--- config.mk ---
export PLATFORM = sky130hd
export DESIGN_NAME = ddrcd_datapath
export DESIGN_NICKNAME = d
export VERILOG_FILES = /design/src/common/ddrcd_pkg.sv /design/src/logic/ddrcd_datapath.sv
export VERILOG_INCLUDE_DIRS = /design/src /design/src/common
export SDC_FILE = /design/constraint.sdc
export NUM_CORES = 1
export LEC_CHECK = 0
export CAP_MARGIN = 20
export CORE_ASPECT_RATIO = 0.8
export CORE_UTILIZATION = 42
export CTS_CLUSTER_SIZE = 30
export DETAILED_ROUTE_END_ITERATION = 8
export DONT_BUFFER_PORTS = 1
export PLACE_DENSITY_LB_ADDON = 0.15
export SLEW_MARGIN = 10
export SYNTH_ARGS = -nofsm -noshare
export SYNTH_HDL_FRONTEND = slang
export SYNTH_SLANG_ARGS = --single-unit
--- constraint.sdc ---
create_clock -name clk -period 3.8 [get_ports clk]
set_clock_uncertainty 0.15 [all_clocks]
set_input_delay 0 -clock clk [delete_from_list [all_inputs] [get_ports clk]]
set_output_delay 0 -clock clk [all_outputs]
set_load 0.01 [all_outputs]
--- src/common/ddrcd_params.svh ---
/*
 constants for the ddr command encoder and datapath: command levels,
 mode word layout, latencies and buffer sizes.
 assumes it is included by bare name from package and design files.
*/
`ifndef DDRCD_PARAMS_SVH
`define DDRCD_PARAMS_SVH
`define DDRCD_CMD_NOP   3'h7
`define DDRCD_CMD_ACT   3'h3
`define DDRCD_CMD_RD    3'h5
`define DDRCD_CMD_WR    3'h4
`define DDRCD_CMD_BT    3'h6
`define DDRCD_CMD_PCH   3'h2
`define DDRCD_CMD_ARF   3'h1
`define DDRCD_CMD_LMR   3'h0
`define DDRCD_MR_BL_LSB 0
`define DDRCD_MR_BT_BIT 3
`define DDRCD_MR_CL_LSB 4
`define DDRCD_BL2       3'h1
`define DDRCD_BL4       3'h2
`define DDRCD_BL8       3'h3
`define DDRCD_CL_MAX    5
`define DDRCD_DDR2_WL_OFS 2
`define DDRCD_GRP_LOCAL 16
`define DDRCD_GRP_MEM   8
`define DDRCD_FIFO_DEPTH 16
`define DDRCD_RESYNC    2
`endif

--- src/common/ddrcd_pkg.sv ---
/*
 types shared by the ddr command encoder and datapath.
 assumes ddrcd_params.svh sits on the include path.
*/
`include "ddrcd_params.svh"
package ddrcd_pkg;
   typedef enum logic [2:0] {
      DDRCD_NOP = `DDRCD_CMD_NOP,
      DDRCD_ACT = `DDRCD_CMD_ACT,
      DDRCD_RD  = `DDRCD_CMD_RD,
      DDRCD_WR  = `DDRCD_CMD_WR,
      DDRCD_BT  = `DDRCD_CMD_BT,
      DDRCD_PCH = `DDRCD_CMD_PCH,
      DDRCD_ARF = `DDRCD_CMD_ARF,
      DDRCD_LMR = `DDRCD_CMD_LMR
   } ddrcd_cmd_t;
   typedef enum logic [1:0] {
      DDRCD_WS_IDLE  = 2'h0,
      DDRCD_WS_BURST = 2'h1,
      DDRCD_WS_TAIL  = 2'h3
   } ddrcd_ws_t;
endpackage

--- src/logic/ddrcd_datapath.sv ---
/*
 ddr command encoder, bank tracker and strobe-group datapath, with a
 write data fifo ahead of the write registers.
 assumes one system clock; pad cells outside turn the rise/fall pairs
 into double-rate pins and fold the enables into the two-way wires.
*/
`include "ddrcd_params.svh"

// ====================================================================
// fifo
module ddrcd_fifo import ddrcd_pkg::*; #(
   parameter int WIDTH = 16,
   parameter int DEPTH = `DDRCD_FIFO_DEPTH
) (
   // clock and reset
   input  wire logic             clk,
   input  wire logic             rst_n,
   // fill side
   input  wire logic             in_valid,
   output logic                  in_ready,
   input  wire logic [WIDTH-1:0] in_data,
   // drain side
   output logic                  out_valid,
   input  wire logic             out_ready,
   output logic      [WIDTH-1:0] out_data
);
   localparam int AW = $clog2(DEPTH);
   logic [WIDTH-1:0] mem [DEPTH];
   logic [AW-1:0]    wp_r;
   logic [AW-1:0]    rp_r;
   logic [AW:0]      cnt_r;
   logic             push;
   logic             pop;

   assign in_ready  = (cnt_r != (AW+1)'(DEPTH));
   assign out_valid = (cnt_r != '0);
   assign push      = in_valid && in_ready;
   assign pop       = out_valid && out_ready;
   assign out_data  = mem[rp_r];

   always_ff @(posedge clk) begin
      if (push) begin
         mem[wp_r] <= in_data;
      end
   end

   always_ff @(posedge clk) begin
      if (!rst_n) begin
         wp_r  <= '0;
         rp_r  <= '0;
         cnt_r <= '0;
      end else begin
         if (push) wp_r <= wp_r + 1'b1;
         if (pop)  rp_r <= rp_r + 1'b1;
         cnt_r <= cnt_r + (AW+1)'(push) - (AW+1)'(pop);
      end
   end
endmodule

// ====================================================================
// command encoder and datapath
module ddrcd_datapath import ddrcd_pkg::*; #(
   parameter int GROUPS  = 1,
   parameter int ROW_W   = 13,
   parameter int BANK_W  = 2,
   parameter int RESYNC  = `DDRCD_RESYNC
) (
   // clock and reset
   input  wire logic                    clk,
   input  wire logic                    rst_n,
   // command request
   input  wire logic                    cmd_valid,
   input  ddrcd_cmd_t                   cmd_code,
   input  wire logic [BANK_W-1:0]       cmd_bank,
   input  wire logic [ROW_W-1:0]        cmd_addr,
   // configuration
   input  wire logic                    cfg_ddr2,
   input  wire logic [2:0]              cfg_cas_lat,
   input  wire logic [2:0]              cfg_burst_len,
   input  wire logic                    cfg_burst_type,
   // bank state
   output logic [(1<<BANK_W)-1:0]       bank_open,
   output logic [ROW_W-1:0]             open_row,
   // local write data
   input  wire logic                    local_wdata_valid,
   output logic                         local_wdata_ready,
   input  wire logic [GROUPS*16-1:0]    local_wdata,
   input  wire logic [GROUPS*2-1:0]     local_be,
   // local read data
   output logic [GROUPS*16-1:0]         local_rdata,
   output logic                         local_rdata_valid,
   // memory command pins
   output logic                         mem_cs_n,
   output logic                         mem_ras_n,
   output logic                         mem_cas_n,
   output logic                         mem_we_n,
   output logic [BANK_W-1:0]            mem_ba,
   output logic [ROW_W-1:0]             mem_addr,
   // memory data pins
   input  wire logic [GROUPS*8-1:0]     mem_dq_i,
   output logic [GROUPS*8-1:0]          mem_dq_rise_o,
   output logic [GROUPS*8-1:0]          mem_dq_fall_o,
   output logic [GROUPS*8-1:0]          mem_dq_oe,
   output logic [GROUPS-1:0]            mem_dm_rise_o,
   output logic [GROUPS-1:0]            mem_dm_fall_o,
   output logic [GROUPS-1:0]            mem_dqs_o,
   output logic [GROUPS-1:0]            mem_dqs_oe
);
   localparam int LW = GROUPS * `DDRCD_GRP_LOCAL;
   localparam int MW = GROUPS * `DDRCD_GRP_MEM;
   localparam int PL = `DDRCD_CL_MAX + 1;

   function automatic logic [2:0] beats_of(input logic [2:0] bl);
      unique case (bl)
         `DDRCD_BL2: beats_of = 3'h1;
         `DDRCD_BL4: beats_of = 3'h2;
         default:    beats_of = 3'h4;
      endcase
   endfunction

   // ==================================================================
   // command encoding
   logic         cmd_go;
   logic [2:0]   beats;
   assign cmd_go = cmd_valid && cmd_code != DDRCD_NOP;
   assign beats  = beats_of(cfg_burst_len);

   always_ff @(posedge clk) begin
      if (!rst_n) begin
         mem_cs_n  <= 1'b1;
         mem_ras_n <= 1'b1;
         mem_cas_n <= 1'b1;
         mem_we_n  <= 1'b1;
         mem_ba    <= '0;
         mem_addr  <= '0;
      end else begin
         mem_cs_n <= !cmd_go;
         {mem_ras_n, mem_cas_n, mem_we_n} <= cmd_go ? cmd_code : DDRCD_NOP;
         mem_ba <= cmd_bank;
         if (cmd_code == DDRCD_LMR) begin
            mem_addr <= '0;
            mem_addr[`DDRCD_MR_BL_LSB +: 3] <= cfg_burst_len;
            mem_addr[`DDRCD_MR_BT_BIT]      <= cfg_burst_type;
            mem_addr[`DDRCD_MR_CL_LSB +: 3] <= cfg_cas_lat;
         end else begin
            mem_addr <= cmd_addr;
         end
      end
   end

   // ==================================================================
   // bank tracking; the controller still decides when to precharge
   logic [ROW_W-1:0] row_tbl [1<<BANK_W];
   assign open_row = row_tbl[cmd_bank];

   always_ff @(posedge clk) begin
      if (cmd_go && cmd_code == DDRCD_ACT) begin
         row_tbl[cmd_bank] <= cmd_addr;
      end
   end

   always_ff @(posedge clk) begin
      if (!rst_n) begin
         bank_open <= '0;
      end else if (cmd_go && cmd_code == DDRCD_ACT) begin
         bank_open[cmd_bank] <= 1'b1;
      end else if (cmd_go && cmd_code == DDRCD_PCH) begin
         bank_open[cmd_bank] <= 1'b0;
      end
   end

   // ==================================================================
   // burst counters, cut short by burst terminate
   logic [2:0] rd_cnt_r;
   logic [2:0] wr_cnt_r;
   logic       rd_act;
   logic       wr_act;
   assign rd_act = (rd_cnt_r != 3'h0);
   assign wr_act = (wr_cnt_r != 3'h0);

   always_ff @(posedge clk) begin
      if (!rst_n) begin
         rd_cnt_r <= 3'h0;
         wr_cnt_r <= 3'h0;
      end else if (cmd_go && cmd_code == DDRCD_BT) begin
         rd_cnt_r <= 3'h0;
         wr_cnt_r <= 3'h0;
      end else begin
         rd_cnt_r <= (cmd_go && cmd_code == DDRCD_RD) ? beats
                   : rd_act ? rd_cnt_r - 3'h1 : 3'h0;
         wr_cnt_r <= (cmd_go && cmd_code == DDRCD_WR) ? beats
                   : wr_act ? wr_cnt_r - 3'h1 : 3'h0;
      end
   end

   // ==================================================================
   // latency pipelines: tap k trails the command on the pins by k+1 cycles
   logic [PL-1:0] rd_pipe_r;
   logic [PL-1:0] wr_pipe_r;
   logic          rd_capt;
   logic          rd_rise_en;
   logic          doing_wr;
   logic [2:0]    wl;
   assign wl       = cfg_ddr2 ? cfg_cas_lat - 3'(`DDRCD_DDR2_WL_OFS) : 3'h0;
   assign rd_capt  = rd_pipe_r[cfg_cas_lat];
   // rising beat lands half a cycle before its falling partner
   assign rd_rise_en = rd_pipe_r[cfg_cas_lat - 3'h1];
   assign doing_wr = wr_pipe_r[wl];

   always_ff @(posedge clk) begin
      if (!rst_n) begin
         rd_pipe_r <= '0;
         wr_pipe_r <= '0;
      end else begin
         rd_pipe_r <= {rd_pipe_r[PL-2:0], rd_act};
         wr_pipe_r <= {wr_pipe_r[PL-2:0], wr_act};
      end
   end

   // ==================================================================
   // write path: fifo, then registers gated by write data valid
   logic [LW+GROUPS*2-1:0] fifo_q;
   logic                   fifo_vld;
   logic                   wdata_valid;
   logic [LW-1:0]          wdata_r;
   logic [GROUPS*2-1:0]    wbe_r;
   // starved fifo leaves the old word; the controller must prefill it
   assign wdata_valid = doing_wr && fifo_vld;

   ddrcd_fifo #(.WIDTH(LW + GROUPS*2), .DEPTH(`DDRCD_FIFO_DEPTH)) u_wfifo (
      .clk       (clk),
      .rst_n     (rst_n),
      .in_valid  (local_wdata_valid),
      .in_ready  (local_wdata_ready),
      .in_data   ({local_be, local_wdata}),
      .out_valid (fifo_vld),
      .out_ready (doing_wr),
      .out_data  (fifo_q)
   );

   always_ff @(posedge clk) begin
      if (!rst_n) begin
         wdata_r <= '0;
         wbe_r   <= '0;
      end else if (wdata_valid) begin
         {wbe_r, wdata_r} <= fifo_q;
      end
   end

   // strobe state: burst, then one extra tail cycle
   ddrcd_ws_t ws_r;
   always_ff @(posedge clk) begin
      if (!rst_n) begin
         ws_r <= DDRCD_WS_IDLE;
      end else begin
         unique case (ws_r)
            DDRCD_WS_IDLE:  ws_r <= doing_wr ? DDRCD_WS_BURST : DDRCD_WS_IDLE;
            DDRCD_WS_BURST: ws_r <= doing_wr ? DDRCD_WS_BURST : DDRCD_WS_TAIL;
            DDRCD_WS_TAIL:  ws_r <= doing_wr ? DDRCD_WS_BURST : DDRCD_WS_IDLE;
            default:        ws_r <= DDRCD_WS_IDLE;
         endcase
      end
   end

   // ==================================================================
   // strobe groups: 16 local bits over 8 memory bits each
   logic [LW-1:0] rdata_cap;
   logic [MW-1:0] dq_fall_cap_r;
   logic          dq_oe_r;

   // one clock only: the 90 degree write clock is the pad cell's job
   always_ff @(posedge clk) begin
      if (!rst_n) begin
         dq_oe_r <= 1'b0;
      end else begin
         dq_oe_r <= doing_wr;
      end
   end

   always_ff @(negedge clk) begin
      if (!rst_n) begin
         dq_fall_cap_r <= '0;
      end else if (rd_capt) begin
         dq_fall_cap_r <= mem_dq_i;
      end
   end

   genvar g;
   generate
      for (g = 0; g < GROUPS; g++) begin : gen_grp
         logic [7:0] rise_r;
         logic       dqs_r;
         always_ff @(posedge clk) begin
            if (!rst_n) begin
               rise_r <= '0;
            end else if (rd_rise_en) begin
               rise_r <= mem_dq_i[g*8 +: 8];
            end
         end
         always_ff @(posedge clk) begin
            if (!rst_n) begin
               dqs_r <= 1'b0;
            end else begin
               dqs_r <= (ws_r == DDRCD_WS_BURST) && !dqs_r;
            end
         end
         assign rdata_cap[g*16 +: 16] = {dq_fall_cap_r[g*8 +: 8], rise_r};
         assign mem_dq_rise_o[g*8 +: 8] = wdata_r[g*16 +: 8];
         assign mem_dq_fall_o[g*8 +: 8] = wdata_r[g*16+8 +: 8];
         assign mem_dm_rise_o[g] = !wbe_r[g*2];
         assign mem_dm_fall_o[g] = !wbe_r[g*2+1];
         assign mem_dq_oe[g*8 +: 8] = {8{dq_oe_r}};
         assign mem_dqs_o[g] = dqs_r;
         assign mem_dqs_oe[g] = (ws_r != DDRCD_WS_IDLE);
      end
   endgenerate

   // ==================================================================
   // resynchronisation chain to the system clock
   logic [LW-1:0] rs_d_r [RESYNC+1];
   logic [RESYNC:0] rs_v_r;
   always_ff @(posedge clk) begin
      if (!rst_n) begin
         rs_v_r <= '0;
      end else begin
         rs_v_r <= {rs_v_r[RESYNC-1:0], rd_capt};
      end
   end
   always_ff @(posedge clk) begin
      rs_d_r[0] <= rdata_cap;
      for (int i = 1; i <= RESYNC; i++) begin
         rs_d_r[i] <= rs_d_r[i-1];
      end
   end
   assign local_rdata       = rs_d_r[RESYNC];
   assign local_rdata_valid = rs_v_r[RESYNC];

   // ==================================================================
   // checks
   property p_nop_when_idle;
      @(posedge clk) disable iff (!rst_n)
      !cmd_go |=> mem_cs_n && {mem_ras_n, mem_cas_n, mem_we_n} == 3'h7;
   endproperty
   a_nop_when_idle: assert property (p_nop_when_idle) else $error("idle not nop");

   property p_cmd_code;
      @(posedge clk) disable iff (!rst_n)
      cmd_go |=> !mem_cs_n && {mem_ras_n, mem_cas_n, mem_we_n} == $past(cmd_code);
   endproperty
   a_cmd_code: assert property (p_cmd_code) else $error("command levels wrong");

   property p_act_opens;
      @(posedge clk) disable iff (!rst_n)
      cmd_go && cmd_code == DDRCD_ACT |=> bank_open[$past(cmd_bank)]
         && row_tbl[$past(cmd_bank)] == $past(cmd_addr);
   endproperty
   a_act_opens: assert property (p_act_opens) else $error("activate not tracked");

   property p_pch_closes;
      @(posedge clk) disable iff (!rst_n)
      cmd_go && cmd_code == DDRCD_PCH |=> !bank_open[$past(cmd_bank)];
   endproperty
   a_pch_closes: assert property (p_pch_closes) else $error("precharge left bank open");

   property p_bl4_beats;
      @(posedge clk) disable iff (!rst_n)
      cmd_go && cmd_code == DDRCD_RD && cfg_burst_len == `DDRCD_BL4
         ##1 !(cmd_go && cmd_code inside {DDRCD_BT, DDRCD_RD}) [*2]
         |-> rd_act ##1 !rd_act;
   endproperty
   a_bl4_beats: assert property (p_bl4_beats) else $error("bl4 beat count wrong");

   property p_rd_latency;
      @(posedge clk) disable iff (!rst_n)
      $rose(rd_act) && $stable(cfg_cas_lat) && cfg_cas_lat == 3'h3 |-> ##3 rd_rise_en;
   endproperty
   a_rd_latency: assert property (p_rd_latency) else $error("cas latency off");

   property p_wdata_gate;
      @(posedge clk) disable iff (!rst_n)
      !wdata_valid |=> $stable(wdata_r);
   endproperty
   a_wdata_gate: assert property (p_wdata_gate) else $error("write regs moved ungated");

   property p_dqs_tail;
      @(posedge clk) disable iff (!rst_n)
      $fell(doing_wr) |=> mem_dqs_oe[0] ##1 !mem_dqs_oe[0] || doing_wr;
   endproperty
   a_dqs_tail: assert property (p_dqs_tail) else $error("strobe tail not one cycle");

   // valid leaves the last of RESYNC+1 stages
   localparam int RS_DLY = RESYNC + 1;
   property p_resync;
      @(posedge clk) disable iff (!rst_n)
      rd_capt |-> ##RS_DLY local_rdata_valid;
   endproperty
   a_resync: assert property (p_resync) else $error("resync depth wrong");

   c_read:  cover property (@(posedge clk) disable iff (!rst_n) $rose(local_rdata_valid));
   c_write: cover property (@(posedge clk) disable iff (!rst_n) $fell(mem_dqs_oe[0]));
   c_bt:    cover property (@(posedge clk) disable iff (!rst_n)
                            rd_act && cmd_go && cmd_code == DDRCD_BT);
   c_full:  cover property (@(posedge clk) disable iff (!rst_n) !local_wdata_ready);
endmodule
==> summary by stage, run 1 <==
Status
The flow ran to the end, and the final reports show no timing, DRC or antenna violations.

Drt
The average routed wire per standard cell is 22.4 um. The vias after detailed routing is 8,776. The number of routed nets with antenna violations is 0. In the routed design, unresolved DRC markers number 0. The number of design-rule violations left by the first detailed-router iteration is 650. In the routed layout, each cell is associated on average with a via count of 5.21. The length of the first detailed-routing pass in iterations is 4. The detailed-route wire length is 37,700 um.

GRT
The first global-routing pass estimated 57,600 um of wire. The pin count of the biggest net entering global routing is 58. The initial antenna violation count is 0. The via count of the first global-routing pass came to 9,082.

The overall track demand over capacity in global routing is 17.8%. For this run the aggregate overflow at the end of global routing stands at 0.

Floorplanning
In this run the standard cell core region covers 41,800 um^2. The number of rows created at floorplan is 67. The floorplan die area is 43,300 um^2.

Pin placement for this block handled 138 I/O pins. The starting density of the core is 42.6%. The die is 232 um wide.

The floorplan die height is 186 um.

Setup path
The worst setup path is captured at a register. By startpoint and endpoint, the worst setup path is classified as reg -> reg. STA classifies the critical path startpoint as a register. In this run the worst path has a maximum fanout of 9. The required arrival time at the worst endpoint is 2200 ps. STA puts the critical path data arrival time at 1970 ps.

Timing
The transition time of the tightest slew-check pin is 943 ps. The final max-slew violation count came to 0. The worst pin sits at a relative slew slack of 36.6%. The minimum setup slack in the final design is 230 ps. Setup repair after global routing left no endpoint under its margin. The number of hold violations in the final report is 0. Setup violations remaining at the end of the flow were counted as 0. For the final routed database, the setup TNS stands at 0 ps.

Yosys
After synthesis the cells add up to 17,800 um^2. The number of instances in the synthesized netlist is 1,002. The top flip-flop cell by instance count after synthesis is edfxtp_1. In this run the mean area of a mapped cell was 17.8 um^2. Yosys mapped a number of flops with a built-in enable equal to 340. Counting flops with an async set or reset pin after synthesis yields a share of 0%. The number of warning messages in the yosys log is 0. The number of distinct library cells after synthesis is 52. Synthesis inferred 483 register bits. The post-synthesis net count is 1,078.

The proportion of synthesized chip area in sequential cells is 73.3%.

Clock tree
The clock net in this run drives a total of 483 sinks. The number of gates resized after CTS is 0. The root cell of the clock tree is clkbuf_16.

The deepest clock path buffer count is 3. The clock tree from TritonCTS is built. For the worst-skew pair, the clock arrives at the later sink with an insertion delay of 590 ps. The H-tree depth reported by CTS is 2. After clock tree synthesis, the clock-pin slew on the worst setup and hold paths is 60 ps. The TritonCTS buffer count is 47.

Finish
The net count of the finished layout is 1,171. Excluding fillers, the count of instances in the completed layout stands at 1,684. The antenna diode count is 0.

For this run, the share of the core covered by cells in the final layout is 49.9%. In the final layout, the share of cells above drive strength 1 is 20.8%. The post-synthesis to final-layout area growth is 17.1%.

Placement
Prior to clock tree synthesis, the placed netlist has a worst setup slack of 219 ps. The number of placed instances, taps included is 1,519. The HPWL after detailed placement is 22,200 um. Routability-driven placement finished with a final weighted congestion of 0.715.

Input and output buffers added on the ports amount to 0.

Pwr
Power spread over the standard cell area amounts to 543 nW/um^2. The leakage power is 6.98 nW. VDD sags by at most 0.372 mV.

Flow run
The max-capacitance violation count is 0.

Hold path
In this run the worst hold path is classified as in -> reg.
## state kept, by name, summed over array words and instances, names as in the netlist, 2 cells and up, named ones only
register        count
dq_fall_cap_r       8
gen_grp.rise_r      8
mem_addr           13
mem_ba              2
rd_cnt_r            3
rd_pipe_r           6
row_tbl            52
rs_d_r             48
rs_v_r              3
u_wfifo.cnt_r       5
u_wfifo.mem       288
u_wfifo.rp_r        4
u_wfifo.wp_r        4
wbe_r               2
wdata_r            16
wr_cnt_r            3
wr_pipe_r           6
ws_r                2
## report_power, final
part	internal (mW)	total, mW	switching [mW]	leakage [nW]
Sequential	5.78	5.85	0.0674	4.23
Combinational	0.307	0.734	0.427	1.93
Clock	2.81	4.76	1.95	0.818
Total	8.89	11.3	2.44	6.98
## repair_timing
item / 4_1_cts / 5_1_grt
setup endpoints to repair: 0 / 0
setup buffers: 0 / 0
endpoints found under the hold margin: 498 / 0
hold buffers: 72 / 0
## final cells by class
| cell class | instances | area, um^2 |
|---|---|---|
| Multi-Input combinational cell | 418 | 4270 |
| Sequential cell | 483 | 13100 |
| Tap cell | 552 | 691 |
| Inverter | 30 | 113 |
| Clock inverter | 31 | 279 |
| Clock buffer | 63 | 1330 |
| Timing Repair Buffer | 107 | 1120 |
| Fill cell | 3434 | 21000 |
## synthesized netlist by cell type (19+ instances only)
| master | number | area (um^2) |
|---|---|---|
| nor2_1 | 76 | 285 |
| dfxtp_1 | 143 | 2860 |
| inv_1 | 30 | 113 |
| mux2i_1 | 41 | 410 |
| nand2_1 | 29 | 109 |
| ha_1 | 19 | 238 |
| edfxtp_1 | 340 | 10200 |
| and2_1 | 23 | 144 |
| clkbuf_1 | 23 | 86.3 |
| buf_4 | 28 | 210 |
| a21oi_1 | 39 | 195 |
| mux4_2 | 86 | 1940 |
## per-stage QoR
stage | area, um^2 | power [mW] | hold slack [ps]
3_5_place_dp | 18500 | 6.59 | -50.9
2_1_floorplan | 17800 | 6.42 | -63.5
5_1_grt | 20900 | 11.8 | 37.1
3_3_place_gp | 18500 | 6.59 | -51.0
6_report | 20900 | 11.3 | 48.8
4_1_cts | 20900 | 11.5 | 14.3
## logic make-up after synthesis
logic type / share of synthesized area (%)
AO/OA/AOI/OAI: 2.75
XOR/XNOR: 0.344
adder cells (fa/ha/maj): 1.45
buffers and inverters: 2.96
flip-flops: 73.3
multiplexers: 14.6
AND/OR/NAND/NOR: 4.62
## per-layer routing
| metal | share of wire (%) | up-vias | track usage, % |
|---|---|---|---|
| met3 | 4.6 | 49 | 3.58 |
| met4 | 1.5 | 2 | 4.10 |
| met2 | 46 | 162 | 27.3 |
| li1 | - | 3993 | - |
| met5 | 0.13 | - | 0.893 |
| met1 | 48 | 4570 | 26.2 |
## cell usage in the layout (no fill, tap or decap), types with 5 or more instances in the layout
cell type      instances
clkinv_1               6
dlygate4sd3_1         71
nand3_1                8
and3_1                 7
nand2_1               29
o2bb2ai_1             18
and2_1                23
mux2_2                18
inv_1                 37
clkbuf_8               7
mux2i_1               41
edfxtp_1             340
clkinv_2               7
dfxtp_1              140
buf_12                11
bufinv_16              5
clkbuf_1               8
mux4_2                86
nor2_1                72
a21oi_1               39
clkbuf_16             48
ha_1                  19
buf_4                 25
## worst max-delay path, cell delays in order (launching register included)
cell     delay [ps]
dfxtp_1         320
mux4_2          500
mux2i_4         190
buf_12          160
mux2i_1         190
nor2_1           60
## worst paths after layout
path | from | cells past startpoint | slack (ps) | end
worst max register to register | rd_pipe_r[3]$_SDFF_PN0_ | 5 | 230 | dq_fall_cap_r[2]$_SDFFE_NN0P_
worst min register to register | rs_d_r[0][4]$_DFF_P_ | 0 | 180 | rs_d_r[0][20]$_DFF_P_
worst max-delay path | rd_pipe_r[3]$_SDFF_PN0_ | 5 | 230 | dq_fall_cap_r[2]$_SDFFE_NN0P_
worst min-delay path | cmd_addr[10] | 1 | 50 | row_tbl[1][10]$_DFFE_PP_
Power figures use the tool's default switching activity.
==> run 2: changes to the inputs <==
--- a/config.mk
+++ b/config.mk
@@ -13,6 +13,7 @@
 export DETAILED_ROUTE_END_ITERATION = 8
 export DONT_BUFFER_PORTS = 1
 export PLACE_DENSITY_LB_ADDON = 0.15
+export REMOVE_ABC_BUFFERS = 1
 export SLEW_MARGIN = 10
 export SYNTH_ARGS = -nofsm -noshare
 export SYNTH_HDL_FRONTEND = slang
==> summary by stage, run 2 (same netlist as run 1, synthesis figures left out) <==
Timing
The relative slew slack was 32.4% (-4.2 points). The final max-slew violation count is 0 (unchanged). The number of hold violations in the final report is 0 (unchanged). The tightest hold margin is 43.0 ps (-5.75 ps).

Setup repair after global routing left no endpoint under its margin. The final count of negative-setup-slack endpoints came to 0 (unchanged). The transition time of the tightest slew-check pin came to 1010 ps (+70.3 ps).

Floorplanning
The floorplan die height was 186 um (unchanged). The number of rows created at floorplan was 67 (unchanged). The area of the placeable core is 41,800 um^2 (unchanged). The total I/O pin count is 138 (unchanged). The floorplan die area was 43,300 um^2 (unchanged).

The starting density of the core is 42.6% (unchanged). The die outline width is 232 um (unchanged).

Pwr
The share of total power in sequential cells is 50.5% (-1.1 points). The part of the power in the clock network is 43.0% (+1.0 points). The areal power density over the cells is 552 nW/um^2 (+1.6%). The total internal power came to 9.07 mW (+1.9%). The leakage power is 7.04 nW (+0.81%). The switching power is 2.51 mW (+2.8%). The fraction of power spent switching nets came to 21.7% (+0.14 points). The worst-case vdd ir drop was 0.417 mV (+12%). The relative contribution of combinational cells to total power is 6.4% (about the same).

Setup path
Among all stages on the critical path, the largest delay is contributed by mux4_2. The worst setup path is captured at a register. The required arrival time at the worst endpoint is 2230 ps (+30 ps). By startpoint and endpoint, the worst setup path is classified as reg -> reg. The signal on the critical path passes through mux4_2, mux2i_4, buf_4, mux2i_1, nor2_1. The biggest fanout along the worst timing path is 9 (unchanged). The data arrival time at the worst-slack endpoint is 2030 ps (+60 ps).

The worst setup path is launched from a register. The critical path's largest stage delay is 490 ps (about the same).

Finish
The largest register by flop count is u_wfifo.mem. The largest registers in the layout are u_wfifo.mem x288, row_tbl x52, rs_d_r x48. The net count of the finished layout is 1,181 (+0.85%). The share of final-layout standard cells stronger than drive strength 1 is 21.1% (+0.36 points).

In the layout the commonest cells are 340 x edfxtp_1, 139 x dfxtp_1, 86 x mux4_2, 77 x dlygate4sd3_1, 72 x nor2_1. The area growth from synthesis to layout is 17.7%. The most common library cell in the layout ignoring fill and taps is edfxtp_1. The number of flip-flops under the largest register name was 288 (unchanged). The post-layout instance area is 21,000 um^2 (+0.53%).

Clock tree
The deepest clock path buffer count came to 3 (unchanged). The clock-pin slew of the registers on the worst-case setup and hold paths is 60 ps (about the same). The H-tree depth reported by CTS is 2 (unchanged).

TritonCTS built the clock tree. The clock net sink count is 483 (unchanged). The TritonCTS buffer count is 49 (+4.3%). The cell sitting at the root of the clock tree is a clkbuf_16. The number of gates resized after CTS is 0 (unchanged). The clock latency at the later pin of the worst-skew pair came to 620 ps (+30 ps).

Flow run
The max-capacitance violation count is 0 (unchanged).

Drt
The vias after detailed routing is 8,904 (+1.5%). The number of design-rule violations left by the first detailed-router iteration is 566 (-13%). The length of the first detailed-routing pass in iterations is 5 (+1).

The detailed-route wire length is 38,200 um (+1.2%). The number of routed nets with antenna violations is 0 (unchanged). The vias per cell came to 5.24 (+0.50%). The number of DRC violations after detailed routing came to 0 (unchanged).

The average routed wire per standard cell is 22.5 um (+0.22%).

Placement
The post-place instance area came to 18,500 um^2 (-0.32%). The quantity of I/O buffers inserted on ports came to 0 (unchanged). The weighted congestion reported at the end of routability-driven placement is 0.759 (+6.1%). The HPWL after detailed placement is 22,200 um (+0.12%).

GRT
The global-route wire length before repair is 58,700 um (+1.9%). The via count of the first global-routing pass came to 9,274 (+2.1%). The initial antenna violation count is 2 (+2). The pin count of the biggest net entering global routing is 58 (unchanged). The overall track demand over capacity in global routing is 18.2% (+0.32 points).

The remaining global-route overflow came to 0 (unchanged).

Hold path
The tightest min-delay check is of the in -> reg type.

Status
The run finished with clean final reports.
## run 2: changes by cell type in the layout (fill, tap and decap cells not counted), moves of 2 or more
cell and change:
clkbuf_16 +4, buf_4 +8, diode_2 +2, dlygate4sd3_1 +6, clkbuf_8 -2, clkinvlp_4 +2, buf_12 -7, clkbuf_1 +3
## run 2: worst paths after layout
kind | startpoint | to | slack, ps | cells past startpoint
max reg2reg | rd_pipe_r[3]$_SDFF_PN0_ | dq_fall_cap_r[3]$_SDFFE_NN0P_ | 200 | 5
max | rd_pipe_r[3]$_SDFF_PN0_ | dq_fall_cap_r[3]$_SDFFE_NN0P_ | 200 | 5
min reg2reg | rs_d_r[0][26]$_DFF_P_ | rs_d_r[0][42]$_DFF_P_ | 180 | 0
min | cmd_addr[8] | row_tbl[3][8]$_DFFE_PP_ | 40 | 1
## run 2: repair_timing
item | in CTS | in global routing
endpoints found under the setup margin | 0 | 0
hold endpoints to repair | 536 | 0
buffers inserted | 0 | 0
hold buffers | 77 | 0
## run 2: cell type report
cell class / instances / area [um^2]
fill: 3456 / 20800
sequential: 483 / 13100
multi-input combinational: 418 / 4270
clock buffer: 69 / 1420
timing repair buffer: 115 / 1130
tap: 552 / 691
clock inverter: 31 / 285
inverter: 30 / 113
antenna: 2 / 5.00
## run 2: critical path: cells and delay by family (launching register included)
family | cells | cell delay [ps]
mux | 3 | 850
flops | 1 | 320
buf+inv | 1 | 220
simple gates | 1 | 60
## run 2: per-layer routing
metal  share of wire (%)  GRT usage, %  wire length (um)  vias up
met2                  46          27.8             17700      174
li1                    -             -                 -     4033
met3                 4.3          3.48              1660       43
met4                 1.8          5.21               704        0
met1                  47          26.4             18100     4654
met5                   0             0                 0        -
## run 2: power by group through the flow
stage	logic (mW)	registers [mW]	clock network (mW)
finish	0.743	5.85	4.98
global placement	0.619	5.96	0.0146
CTS	0.752	5.85	5.11
global route	0.828	5.86	5.31
floorplan	0.427	5.96	0.0146
detailed placement	0.626	5.97	0.0146
## run 2: per-stage QoR
step	TNS [ps]	utilization, %	total power [mW]	worst slack, ps	cells
floorplan	-13270	-	6.40	-696	932
global placement	0	44.2	6.60	215	1521
detailed placement	0	44.2	6.61	178	1521
CTS	0	50.1	11.7	185	1697
global route	0	50.2	12.0	118	1699
finish	0	50.2	11.6	200	1700
==> run 3: changes to the inputs <==
==> constraint.sdc (replaced) <==
create_clock -name clk -period 3.8 [get_ports clk]
set_clock_uncertainty 0.15 [all_clocks]
set_input_delay 0 -clock clk [delete_from_list [all_inputs] [get_ports clk]]
set_output_delay 0 -clock clk [all_outputs]
set_load 0.02 [all_outputs]
==> summary by stage, run 3 (same netlist as run 1, synthesis figures left out) <==
Status
The run finished with clean final reports.

Pwr
The areal power density over the cells is 544 nW/um^2 (-1.4%). The leakage power was 7.01 nW (-0.42%). The worst-case vdd ir drop is 0.384 mV (-8.0%).

Clock tree
The clock latency at the later pin of the worst-skew pair came to 610 ps (about the same). The buffers inserted during post-CTS setup optimization is 0 (unchanged). The H-tree depth reported by CTS was 2 (unchanged). The deepest clock path buffer count is 3 (unchanged). The clock-pin slew of the registers on the worst-case setup and hold paths is 70 ps (about the same). The TritonCTS buffer count is 47 (-4.1%).

The clock net sink count is 483 (unchanged). In this run the clock root is driven by a clkbuf_16. The clock tree from TritonCTS is built.

Finish
The net count of the finished layout is 1,179 (-0.17%). In the final layout, the registers with the most flip-flops are u_wfifo.mem x288, row_tbl x52, rs_d_r x48. In the layout the commonest cells are 340 x edfxtp_1, 138 x dfxtp_1, 86 x mux4_2, 75 x dlygate4sd3_1, 71 x nor2_1. The end-of-flow core utilization is 50.0% (-0.21 points).

Leaving out fill and tap cells, the most frequent cell in the layout is edfxtp_1. The number of flip-flops under the largest register name was 288 (unchanged). The share of final-layout standard cells stronger than drive strength 1 came to 21.2% (+0.074 points). Ranked by flip-flop count, first place goes to u_wfifo.mem.

The final cell count without fillers came to 1,695 (-0.29%). The post-layout instance area is 20,900 um^2 (-0.42%). The area growth from synthesis to layout is 17.2%.

Setup path
The required arrival time at the worst endpoint is 2210 ps (-20 ps). The kind of launch point of the worst setup path is a register. The biggest fanout along the worst timing path is 9 (unchanged). The depth of the most critical reg-to-reg path is 5 (unchanged). The worst setup path is of the reg -> reg kind. The data arrival time at the worst-slack endpoint is 2010 ps (-20 ps). The critical path capture point type is a register.

Floorplanning
The floorplan die height is 186 um (unchanged). The area of the placeable core is 41,800 um^2 (unchanged). The number of rows created at floorplan was 67 (unchanged). The starting density of the core is 42.6% (unchanged). The floorplan die area came to 43,300 um^2 (unchanged). The total I/O pin count came to 138 (unchanged). The die outline width is 232 um (unchanged).

Placement
The quantity of I/O buffers inserted on ports came to 0 (unchanged). The weighted congestion reported at the end of routability-driven placement is 0.749 (-1.3%). The number of placed instances, taps included is 1,523 (+0.13%). The post-place instance area is 18,500 um^2 (+0.10%).

The HPWL after detailed placement is 21,400 um (-3.3%).

Timing
The final max-slew violation count came to 0 (unchanged). The transition time of the tightest slew-check pin came to 1020 ps (+2.67 ps). The number of hold violations in the final report is 0 (unchanged). The final count of negative-setup-slack endpoints came to 0 (unchanged). The relative slew slack is 32.3% (-0.18 points). The tightest hold margin is 1.73 ps (-41.3 ps). Setup repair after global routing left no endpoint under its margin.

GRT
The pin count of the biggest net entering global routing is 39 (-33%). The via count of the first global-routing pass came to 9,159 (-1.2%). The global-route wire length before repair is 56,800 um (-3.2%). The remaining global-route overflow came to 0 (unchanged). The initial antenna violation count was 1 (-1). The overall track demand over capacity in global routing is 17.5% (-0.62 points).

Drt
The length of the first detailed-routing pass in iterations is 5 (unchanged). The detailed-route wire length is 36,900 um (-3.4%). The average routed wire per standard cell was 21.8 um (-3.1%). The vias after detailed routing is 8,805 (-1.1%). The number of DRC violations after detailed routing came to 0 (unchanged). The number of routed nets with antenna violations is 0 (unchanged).

The number of design-rule violations left by the first detailed-router iteration is 556 (-1.8%). The vias per cell is 5.19 (-0.82%).

Hold path
In this run the worst hold path is classified as in -> reg. The hold path depth is 3 (+2).

Flow run
The max-capacitance violation count is 0 (unchanged).
run 3: where the power goes:
| group | internal (mW) | switching (mW) |
|---|---|---|
| logic | 0.320 | 0.427 |
| registers | 5.78 | 0.0853 |
| clock network | 2.78 | 1.98 |
| total | 8.88 | 2.49 |
run 3: layout make-up:
| type | instances | area, um^2 |
|---|---|---|
| fill | 3414 | 20900 |
| sequential | 483 | 13100 |
| multi-input combinational | 418 | 4270 |
| clock buffer | 65 | 1350 |
| timing repair buffer | 115 | 1120 |
| tap | 552 | 691 |
| clock inverter | 31 | 274 |
| inverter | 30 | 113 |
| antenna | 1 | 2.50 |
run 3: final timing paths:
path | from | to | slack (ps)
worst max-delay path | rd_pipe_r[3]$_SDFF_PN0_ | dq_fall_cap_r[0]$_SDFFE_NN0P_ | 200
worst min-delay path | mem_dq_i[0] | gen_grp[0].rise_r[0]$_SDFFE_PN0P_ | 2
worst max register to register | rd_pipe_r[3]$_SDFF_PN0_ | dq_fall_cap_r[0]$_SDFFE_NN0P_ | 200
worst min register to register | rs_d_r[0][10]$_DFF_P_ | rs_d_r[0][26]$_DFF_P_ | 180
run 3: through the flow:
| step | worst slack (ps) | power [mW] | setup TNS [ps] |
|---|---|---|---|
| final | 201 | 11.4 | 0 |
| after global routing | 109 | 11.8 | 0 |
| after CTS | 173 | 11.5 | 0 |
| after detailed placement | 163 | 6.63 | 0 |
| after global placement | 204 | 6.62 | 0 |
| after floorplan | -696 | 6.43 | -13270 |
run 3: worst max-delay path: stages, from the launching register on:
cell and delay, ps:
dfxtp_1 320, mux4_2 490, mux2i_4 160, buf_4 220, mux2i_1 210, nor2_1 60
run 3: timing repair:
| action | CTS | global route |
|---|---|---|
| hold buffers | 75 | 0 |
| resized for setup | 0 | 0 |
| endpoints found under the hold margin | 498 | 0 |
run 3: per-layer routing:
metal | vias up | GRT usage [%] | share of wire, %
met5 | - | 0 | 0
met4 | 0 | 5.06 | 2.2
met3 | 56 | 3.00 | 4.1
met2 | 161 | 26.7 | 46
met1 | 4556 | 25.9 | 47
li1 | 4032 | - | -
